<file path="src/include/ccm_pkg.sv">
// constants and state type for the cache configuration register bank
package ccm_pkg;
  // register indices; byte address is four times the index
  localparam logic [9:0] IDX_POWERON = 10'h02a;
  localparam logic [9:0] IDX_TEST = 10'h033;
  localparam logic [9:0] IDX_UPDT = 10'h079;
  localparam logic [9:0] IDX_CHUNK0 = 10'h088;
  localparam logic [9:0] IDX_CHUNK1 = 10'h089;
  localparam logic [9:0] IDX_CHUNK2 = 10'h08a;
  localparam logic [9:0] IDX_CHUNK3 = 10'h08b;
  localparam logic [9:0] IDX_PERF0 = 10'h0c1;
  localparam logic [9:0] IDX_PERF1 = 10'h0c2;
  localparam logic [9:0] IDX_RANGECAP = 10'h0fe;
  localparam logic [9:0] IDX_ADDR = 10'h116;
  localparam logic [9:0] IDX_ECC = 10'h118;
  localparam logic [9:0] IDX_TRIG = 10'h11a;
  localparam logic [9:0] IDX_BUSY = 10'h11b;
  localparam logic [9:0] IDX_ACCESS_CTL = 10'h200;
  localparam int NUM_CHUNKS = 4;
  // power-on configuration fields
  localparam int POW_FREQ_LSB = 18;
  localparam int POW_ARB_LSB = 20;
  localparam int POW_RATIO_LSB = 22;
  localparam int POW_LOWPWR_BIT = 26;
  localparam int POW_RATIO_HI_BIT = 27;
  localparam logic [1:0] FREQ_66 = 2'h0;
  localparam logic [1:0] FREQ_100 = 2'h2;
  localparam logic [1:0] FREQ_133 = 2'h1;
  localparam logic [1:0] FREQ_RSVD = 2'h3;
  // test control fields
  localparam int TEST_STREAM_BIT = 30;
  localparam int TEST_SPLIT_BIT = 31;
  // cache address fields
  localparam int ADDR_LSB = 3;
  localparam int ADDR_MSB = 35;
  localparam int ECC_W = 8;
  // access control fields
  localparam int ACTL_HIGH_BIT = 0;
  localparam int ACTL_SIG_BIT = 1;
  localparam logic [63:0] RANGE_CAP_VALUE = 64'h0;
  localparam logic [31:0] TRIG_START_DATA = 32'h0;

  typedef struct packed {
    logic [NUM_CHUNKS-1:0][63:0] chunk;
    logic [ADDR_MSB-ADDR_LSB:0] addr;
    logic [ECC_W-1:0] ecc;
    logic stream_dis;
    logic split_nolock;
    logic low_power;
    logic [1:0] freq;
    logic [1:0] arb_id;
    logic [3:0] ratio;
    logic ratio_hi;
    logic strap_done;
    logic [63:0] perf0;
    logic [63:0] perf1;
    logic high_half;
    logic sig_mode;
    logic busy;
    logic start;
    logic updt;
    logic bus_lock;
    logic pready;
    logic pslverr;
    logic [31:0] prdata;
  } ccm_state_t;
endpackage

</file>
<file path="src/hw/ccm_bank.sv">
// model-specific register bank for cache configuration accesses over apb
//
// Our own choice: the APB register port.
`timescale 1ns/1ps

// Operation
// - bus frequency code reads 00/10/01 for 66/100/133 MHz, 11 reserved.
// - power-on bit 26 is a read/write low-power mode enable.
// - test control bit 31 stops bus lock for split locked accesses.
// - four 64-bit chunk data registers stage cache write and read data.
// - register 8B is update signature or fourth chunk, by usage mode.
// - cache address holds bits 35:3; bits 2:0 reserved, written zero.
// - ecc register low byte goes to cache and is captured back.
// - writing zero to trigger starts a cache configuration command.
// - busy bit 0 is one while a command runs, cleared at completion.
module ccm_bank
  import ccm_pkg::*;
(
  // apb
  input logic pclk,
  input logic presetn,
  input logic psel,
  input logic penable,
  input logic pwrite,
  input logic [11:0] paddr,
  input logic [31:0] pwdata,
  output logic pready,
  output logic pslverr,
  output logic [31:0] prdata,
  // configuration straps, sampled once after reset
  input logic [1:0] bus_freq_strap,
  input logic [1:0] arb_id_strap,
  input logic [3:0] ratio_strap,
  input logic ratio_hi_strap,
  // bus lock, streaming buffer, low power enable and update trigger
  input logic locked_access,
  input logic split_access,
  output logic bus_lock,
  output logic stream_buf_disable,
  output logic low_power_en,
  output logic update_trigger_pulse,
  // secondary cache configuration access
  output logic cache_start,
  output logic [35:0] cache_addr,
  output logic [255:0] cache_wdata,
  output logic [7:0] cache_wecc,
  input logic cache_done,
  input logic cache_capture,
  input logic [255:0] cache_rdata,
  input logic [7:0] cache_recc
);

  ccm_state_t s;
  ccm_state_t n;
  logic [9:0] idx;
  logic setup;
  logic wr_acc;
  logic rd_hit;
  logic [63:0] rd64;
  logic [63:0] wr64;

  assign idx = paddr[11:2];
  assign setup = psel && !penable;
  assign wr_acc = psel && penable && pwrite && s.pready;

  // read mux over the whole bank
  always_comb
  begin
    rd64 = 64'h0;
    rd_hit = (paddr[1:0] == 2'h0);
    if (idx == IDX_POWERON)
    begin
      rd64[POW_FREQ_LSB +: 2] = s.freq;
      rd64[POW_ARB_LSB +: 2] = s.arb_id;
      rd64[POW_RATIO_LSB +: 4] = s.ratio;
      rd64[POW_LOWPWR_BIT] = s.low_power;
      rd64[POW_RATIO_HI_BIT] = s.ratio_hi;
    end
    else if (idx == IDX_TEST)
    begin
      rd64[TEST_STREAM_BIT] = s.stream_dis;
      rd64[TEST_SPLIT_BIT] = s.split_nolock;
    end
    else if (idx == IDX_UPDT)
      rd64 = 64'h0;
    else if (idx >= IDX_CHUNK0 && idx <= IDX_CHUNK3)
      rd64 = s.chunk[idx[1:0]];
    else if (idx == IDX_PERF0)
      rd64 = s.perf0;
    else if (idx == IDX_PERF1)
      rd64 = s.perf1;
    else if (idx == IDX_RANGECAP)
      rd64 = RANGE_CAP_VALUE;
    else if (idx == IDX_ADDR)
      rd64[ADDR_MSB:ADDR_LSB] = s.addr;
    else if (idx == IDX_ECC)
      rd64[ECC_W-1:0] = s.ecc;
    else if (idx == IDX_TRIG)
      rd64 = 64'h0;
    else if (idx == IDX_BUSY)
      rd64[0] = s.busy;
    else if (idx == IDX_ACCESS_CTL)
    begin
      rd64[ACTL_HIGH_BIT] = s.high_half;
      rd64[ACTL_SIG_BIT] = s.sig_mode;
    end
    else
      rd_hit = 1'b0;
  end

  // writes land in the half of the 64-bit register picked by high_half
  assign wr64 = s.high_half ? {pwdata, rd64[31:0]} : {rd64[63:32], pwdata};

  always_comb
  begin
    n = s;
    n.start = 1'b0;
    n.updt = 1'b0;
    n.pready = 1'b0;
    n.pslverr = 1'b0;
    // straps are caught on the first clock after reset release
    if (!s.strap_done)
    begin
      n.freq = bus_freq_strap;
      n.arb_id = arb_id_strap;
      n.ratio = ratio_strap;
      n.ratio_hi = ratio_hi_strap;
      n.strap_done = 1'b1;
    end
    n.bus_lock = locked_access && !(split_access && s.split_nolock);
    if (setup)
    begin
      n.pready = 1'b1;
      n.pslverr = !rd_hit;
      n.prdata = s.high_half ? rd64[63:32] : rd64[31:0];
    end
    // completion: the engine's answer lands in the staging registers
    if (s.busy && cache_done)
    begin
      n.busy = 1'b0;
      if (cache_capture)
      begin
        for (int i = 0; i < NUM_CHUNKS; i++)
        begin
          // signature mode keeps register 8B out of the capture
          if (!(s.sig_mode && i == NUM_CHUNKS - 1))
            n.chunk[i] = cache_rdata[i*64 +: 64];
        end
        n.ecc = cache_recc;
      end
    end
    if (wr_acc && !s.pslverr)
    begin
      if (idx == IDX_POWERON)
        n.low_power = wr64[POW_LOWPWR_BIT];
      else if (idx == IDX_TEST)
      begin
        n.stream_dis = wr64[TEST_STREAM_BIT];
        n.split_nolock = wr64[TEST_SPLIT_BIT];
      end
      else if (idx == IDX_UPDT)
        n.updt = 1'b1;
      else if (idx >= IDX_CHUNK0 && idx <= IDX_CHUNK3)
        n.chunk[idx[1:0]] = wr64;
      else if (idx == IDX_PERF0)
        n.perf0 = wr64;
      else if (idx == IDX_PERF1)
        n.perf1 = wr64;
      else if (idx == IDX_ADDR)
        n.addr = wr64[ADDR_MSB:ADDR_LSB];
      else if (idx == IDX_ECC)
        n.ecc = wr64[ECC_W-1:0];
      else if (idx == IDX_TRIG)
      begin
        // nonzero data or a write while busy is dropped silently
        if (pwdata == TRIG_START_DATA && !s.busy)
        begin
          n.start = 1'b1;
          n.busy = 1'b1;
        end
      end
      else if (idx == IDX_ACCESS_CTL)
      begin
        n.high_half = pwdata[ACTL_HIGH_BIT];
        n.sig_mode = pwdata[ACTL_SIG_BIT];
      end
    end
  end

  always_ff @(posedge pclk or negedge presetn)
  begin
    if (!presetn)
      s <= '0;
    else
      s <= n;
  end

  assign pready = s.pready;
  assign pslverr = s.pslverr;
  assign prdata = s.prdata;
  assign bus_lock = s.bus_lock;
  assign stream_buf_disable = s.stream_dis;
  assign low_power_en = s.low_power;
  assign update_trigger_pulse = s.updt;
  assign cache_start = s.start;
  assign cache_addr = {s.addr, 3'h0};
  assign cache_wdata = s.chunk;
  assign cache_wecc = s.ecc;
endmodule

</file>
<file path="config.mk">
export PLATFORM = sky130hd
export DESIGN_NAME = ccm_bank
export DESIGN_NICKNAME = d
export VERILOG_FILES = /design/src/include/ccm_pkg.sv /design/src/hw/ccm_bank.sv
export SDC_FILE = /design/constraint.sdc
export NUM_CORES = 1
export LEC_CHECK = 0
export BUFFER_PORTS_ARGS = -buffer_cell sky130_fd_sc_hd__buf_2
export CAP_MARGIN = 20
export CORE_MARGIN = 2
export CORE_UTILIZATION = 40
export CTS_CLUSTER_DIAMETER = 50
export DETAILED_ROUTE_END_ITERATION = 16
export PLACE_DENSITY_LB_ADDON = 0.25
export SETUP_SLACK_MARGIN = 0.05
export SKIP_LAST_GASP = 1
export SYNTH_ARGS = -nofsm -noshare
export SYNTH_HDL_FRONTEND = slang
export SYNTH_SLANG_ARGS = --single-unit
</file>
<file path="constraint.sdc">
create_clock -name pclk -period 2.22 [get_ports pclk]
set_input_delay 0.222 -clock pclk [delete_from_list [all_inputs] [get_ports pclk]]
set_output_delay 0.222 -clock pclk [all_outputs]
set_load 0.1 [all_outputs]
</file>
==> metrics, run 1 <==
ANT nets after route=0; initial DRC count=2710; H-tree depth=3; Int Power=16.94 mW; LEAKAGE=18.17 nW; HP Class=input pin to flop; Final Max Slew Viols=0; critical path class=flop to flop; setup violators final=0; TritonCTS clock tree=done; First-pass DRT Iterations=5; Flop pwr share=39.2%; count of cell types in the netlist=61; number of placement rows=95; post-synth top area cell=dfrtp_1; height of the die=264.9 um; Root Driver=clkbuf_16; mean post-synth cell area=9.572 um^2; Worst EP arrival=2670 ps; vias in the first global route=26550; achievable frequency=463.9 MHz; cell with the most instances after synthesis=dfrtp_1; CTS Sinks=478; clock power share=52.5%; io pins=665; total wire length=118900 um; Post-synth EDFFs=0; dpl hpwl=83440 um; top post-synthesis cells by area=dfrtp_1 44%, buf_4 9.4%, a211oi_1 7.6%; Clock transition at path regs=60 ps; die area=70190 um^2; Mapped Cells=2845; overflow left after global routing=0; antenna violations before repair=14; P&R area growth vs syn=35.39%; Sw Pwr=5.495 mW; Mapped Area=27230 um^2; Data required, critical path=2740 ps; sequential area share after synthesis=43.92%; fin nets=3935; Clock Skews=28.08 ps; power per cell area=608.4 nW/um^2; Comb pwr share=8.3%; Clock Latency Late Sink=620 ps; reported max-cap violation count=0; Switching Fraction=24.50%; first-pass GRT wire length=171900 um; crit path max fanout=27; Slew @ Worst Pin=834.0 ps; ys async rst share=100.0%; Vias/cell=5.864; deepest clock path buffer count=3; Setup WS post-layout=64.21 ps; crit start category=flop; share of the synthesized area in the top cell type=43.92%; chip width=264.9 um; status=complete, no violations; Post-synth top cells=478 x dfrtp_1, 387 x a21oi_1, 342 x buf_4, 275 x a211oi_1, 202 x and2_1; gpl congestion=0.9462; VDD IR max=0.4000 mV; initial core utilization=40.48%; drt drc=0; hold_ws=27.76 ps; Synth Register Bits=478; pin count of the biggest net entering global routing=136; Yosys warnings=0; crit end category=flop; Num CTS Buffers=69; slew margin rel.=44.40%; Core Box Area=67280 um^2; period utilization=97.11%; share of post-route cells with drive strength above 1=34.44%; gr usage total=32.60%; Port Buffers=661; minimum period implied by the final worst setup slack=2156 ps; Primary FF master, synth=dfrtp_1; via count=26670; post-place setup slack=-536.3 ps; average wire per standard cell=26.14 um; Hold Fails Final Rpt=0
[worst max-delay path, cell delays in order, from the launching register on]
cell and delay [ps]:
dfrtp_4 410, nor2b_4 160, and4_4 250, nand3_4 110, buf_4 170, nor3_4 190, buf_12 220, buf_12 230
a211oi_1 90, a21oi_1 190
[final cells by class]
| cell class | instances | area, um^2 |
|---|---|---|
| timing repair buffer | 1252 | 9301 |
| fill | 5926 | 30410 |
| tap | 873 | 1092 |
| clock buffer | 85 | 1942 |
| multi-input combinational | 1802 | 12010 |
| sequential | 478 | 11970 |
| inverter | 6 | 25.02 |
| clock inverter | 41 | 511.7 |
| antenna | 10 | 25.02 |
[path summary, 6_finish.rpt]
kind / from / slack (ps) / to / cells after the start
worst max-delay path: pready$_DFF_PN0_ / 60 / cache_wdata[23]$_DFF_PN0_ / 9
worst min register to register: prdata[30]$_DFFE_PN0P_ / 480 / prdata[30]$_DFFE_PN0P_ / 2
worst max register to register: pready$_DFF_PN0_ / 60 / cache_wdata[23]$_DFF_PN0_ / 9
worst min-delay path: cache_rdata[190] / 30 / cache_wdata[190]$_DFF_PN0_ / 4
max in group asynchronous: presetn / 1140 / s[156]$_DFFE_PN0P_ / 3
min in group asynchronous: presetn / 40 / cache_wdata[16]$_DFF_PN0_ / 2
[logic make-up (layout without fill, tap and decap cells)]
family	count (synthesis)	in the layout	synth area share, %
XOR/XNOR	1	1	0.03217
flip-flops	478	478	43.92
buffers and inverters	569	1384	12.92
other	2	14	0.02758
AO/OA/AOI/OAI	992	992	22.25
AND/OR/NAND/NOR	681	683	13.35
multiplexers	122	122	7.489
[per-layer routing]
layer / track usage, % / vias to the layer above / wire length [um]
met2: 51.38 / 1603 / 54550
li1: - / 11510 / -
met1: 42.57 / 13190 / 47490
met3: 6.828 / 351 / 10470
met4: 16.55 / 10 / 6302
met5: 0 / - / 64
[power by group through the flow]
stage / registers [mW] / clock network [mW] / logic (mW)
2_1_floorplan: 8.95 / 0 / 0.508
3_3_place_gp: 8.94 / 0 / 1.47
3_5_place_dp: 8.94 / 0 / 1.47
4_1_cts: 8.78 / 11.9 / 1.85
5_1_grt: 8.78 / 12.3 / 1.97
6_report: 8.79 / 11.8 / 1.87
[cell usage in the layout, fill, tap and decap left out, types with 5 or more instances in the layout]
cell           count
nor3_4            11
a21oi_1          387
buf_6              6
o22ai_1           32
a31oi_1           68
diode_2           10
or2_2             13
mux4_2            64
dfrtp_1          475
clkbuf_8           7
dlygate4sd3_1    265
buf_2            658
a31oi_2            9
inv_6              7
bufinv_16          9
and2_1           202
clkinv_2          12
a22oi_1           28
nand3_1           10
inv_1              5
o21ai_0          109
clkbuf_16         74
nor4_1            12
nor3_1            11
buf_4            256
clkbuf_1           5
nor2b_1           67
o21ai_1           37
nor2_1           122
buf_12            60
mux2i_1           35
clkinvlp_4         8
o21a_1            16
nor3b_1           14
nand2_1          174
a21o_1             5
a211oi_1         274
mux2_2            14
mux2i_2            9
[per-stage QoR]
stage               instances  util, %  power [mW]  instance area, um^2  TNS, ps
floorplan                2847        -       9.457                27320        0
global placement         4133    46.81       10.40                31490   -96440
detailed placement       4133    46.81       10.41                31490  -107470
CTS                      4529    54.58       22.52                36720   -3.752
global route             4544    54.79       23.06                36860  -0.2613
finish                   4547    54.81       22.43                36870        0
[state kept, by name, summed over array words and instances, names as in the netlist]
name and cells:
pslverr 1, low_power_en 1, bus_lock 1, cache_wecc 8
update_trigger_pulse 1, cache_start 1, prdata 32, stream_buf_disable 1
s 142, pready 1, cache_wdata 256, cache_addr 33
[repair_timing]
item	in CTS	in global routing
hold endpoints to repair	684	0
pin swaps	2	4
gates cloned	4	3
gates resized for setup	5	16
setup endpoints to repair	100	263
setup buffers	1	5
hold buffers	265	0
Power figures use the tool's default switching activity.
==> run 2, diff against run 1 <==
==> constraint.sdc (replaced) <==
create_clock -name pclk -period 2 [get_ports pclk]
set_input_delay 0.2 -clock pclk [delete_from_list [all_inputs] [get_ports pclk]]
set_output_delay 0.2 -clock pclk [all_outputs]
set_load 0.1 [all_outputs]
==> run 2 against run 1 <==
The run now ends with negative setup slack left. Clock skew decreased by 9.2 ps. Register-to-register slack got worse by 120 ps. Setup slack got worse by 120 ps. Clock-buffer cell count increased by 4. Maximum frequency increased by 4.7%. Non-clock buffer count increased by 198. Sequential power increased by 11%. Critical endpoint is now cache_wdata[113]$_DFF_PN0_.
==> metrics, run 2 (synthesis results as in run 1) <==
H-tree depth=3; period utilization=103.0%; final cell count without fillers=4749; P&R area growth vs syn=49.24%; total wire length=131700 um; CTS Sinks=478; average wire per standard cell=27.72 um; fin nets=4135; number of placement rows=95; chip width=264.9 um; hold_ws=10.28 ps; unrepaired setup endpoints after global routing=yes; Sequential Area=11970 um^2; slew margin rel.=55.81%; status=finished, violations left; Data required, critical path=2470 ps; critical path class=flop to flop; Final Max Slew Viols=0; overflow left after global routing=0; ANT nets after route=0; deepest clock path buffer count=3; reported max-cap violation count=0; VDD IR max=0.4645 mV; most frequent cells in the layout=658 x buf_2, 474 x dfrtp_1, 364 x buf_4; Hold Fails Final Rpt=0; Vias/cell=5.961; Area after DPL=33100 um^2; LEAKAGE=19.59 nW; First-pass DRT Iterations=6; violated checks=negative setup slack; vias in the first global route=27390; Clock Skews=18.90 ps; Clock Latency Late Sink=610 ps; io pins=665; Clock transition at path regs=60 ps; Num CTS Buffers=70; TritonCTS clock tree=done; height of the die=264.9 um; Worst EP arrival=2530 ps; Slew @ Worst Pin=667.4 ps; fillers=5457; crit path max fanout=14; Core Box Area=67280 um^2; initial core utilization=40.48%; setup violators final=81; first-pass GRT wire length=178200 um; pin count of the biggest net entering global routing=106; antenna violations before repair=17; post-route setup TNS=-1609 ps; dpl cells=4247; Setup WS post-layout=-59.71 ps; initial DRC count=3096; gr usage total=33.85%; crit end category=flop; commonest non-fill, non-tap cell in the layout=buf_2; max reg flops=256; die area=70190 um^2; crit start category=flop; post-route cell area=40640 um^2; power per cell area=598.5 nW/um^2; HP Class=input pin to flop; gpl congestion=0.9748; Root Driver=clkbuf_16; post-place setup slack=-768.1 ps; drt drc=0; multi-input logic area=13340 um^2; minimum period implied by the final worst setup slack=2060 ps; via count=28310; dpl hpwl=87130 um; Port Buffers=661; share of post-route cells with drive strength above 1=43.63%; achievable frequency=485.5 MHz
[run 2: worst paths after layout]
check	start	to	slack [ps]	cells after the start
worst min register to register	prdata[9]$_DFFE_PN0P_	prdata[9]$_DFFE_PN0P_	470	2
max in group asynchronous	presetn	cache_wdata[16]$_DFF_PN0_	1020	3
min in group asynchronous	presetn	cache_wdata[10]$_DFF_PN0_	80	2
worst min-delay path	cache_rdata[102]	cache_wdata[102]$_DFF_PN0_	10	4
worst max-delay path	pready$_DFF_PN0_	cache_wdata[113]$_DFF_PN0_	-60	9
worst max register to register	pready$_DFF_PN0_	cache_wdata[113]$_DFF_PN0_	-60	9
[run 2: power by group]
group          switching, mW  internal [mW]  total, mW  leakage [nW]
registers             0.0333           9.72       9.75          6.64
clock network           4.86           7.53       12.4          1.13
logic                   1.19          0.986       2.18          11.8
[run 2: repair_timing]
item | 4_1_cts | 5_1_grt
resized for setup | 39 | 177
setup endpoints to repair | 350 | 407
buffers inserted | 19 | 26
pin swaps | 12 | 43
cloned | 8 | 40
hold buffers | 270 | 0
endpoints found under the hold margin | 555 | 0
[run 2: final cells by class]
| cell class | instances | share of cell area [%] |
|---|---|---|
| multi-input cells | 1803 | 32.82 |
| flip-flops and latches | 478 | 29.45 |
| repair buffers | 1450 | 29.23 |
| clock buffers | 89 | 4.762 |
| well taps | 873 | 2.687 |
| clock inverters | 34 | 0.8804 |
| diodes | 16 | 0.09851 |
| inverters | 6 | 0.06773 |
[run 2: critical path, stage by stage (launching register included)]
cell	delay [ps]
dfrtp_4	410
nor2b_4	140
and4_4	290
nand3_4	160
nor3_4	200
buf_6	130
buf_12	160
buf_16	180
buf_4	140
a21oi_1	50
[run 2: routing by layer]
layer,global-route usage [%],vias to the layer above,part of all wire [%]
li1,-,11920,-
met1,44.14,14080,39
met2,53.79,1860,46
met3,6.772,438,9.7
met4,16.86,14,5.6
met5,0,-,0.068
[run 2: metrics by stage]
| stage | total power [mW] | util [%] |
|---|---|---|
| finish | 24.33 | 60.41 |
| global route | 24.99 | 60.38 |
| CTS | 24.36 | 57.46 |
| detailed placement | 11.60 | 49.20 |
| global placement | 11.59 | 49.20 |
| floorplan | 10.53 | - |
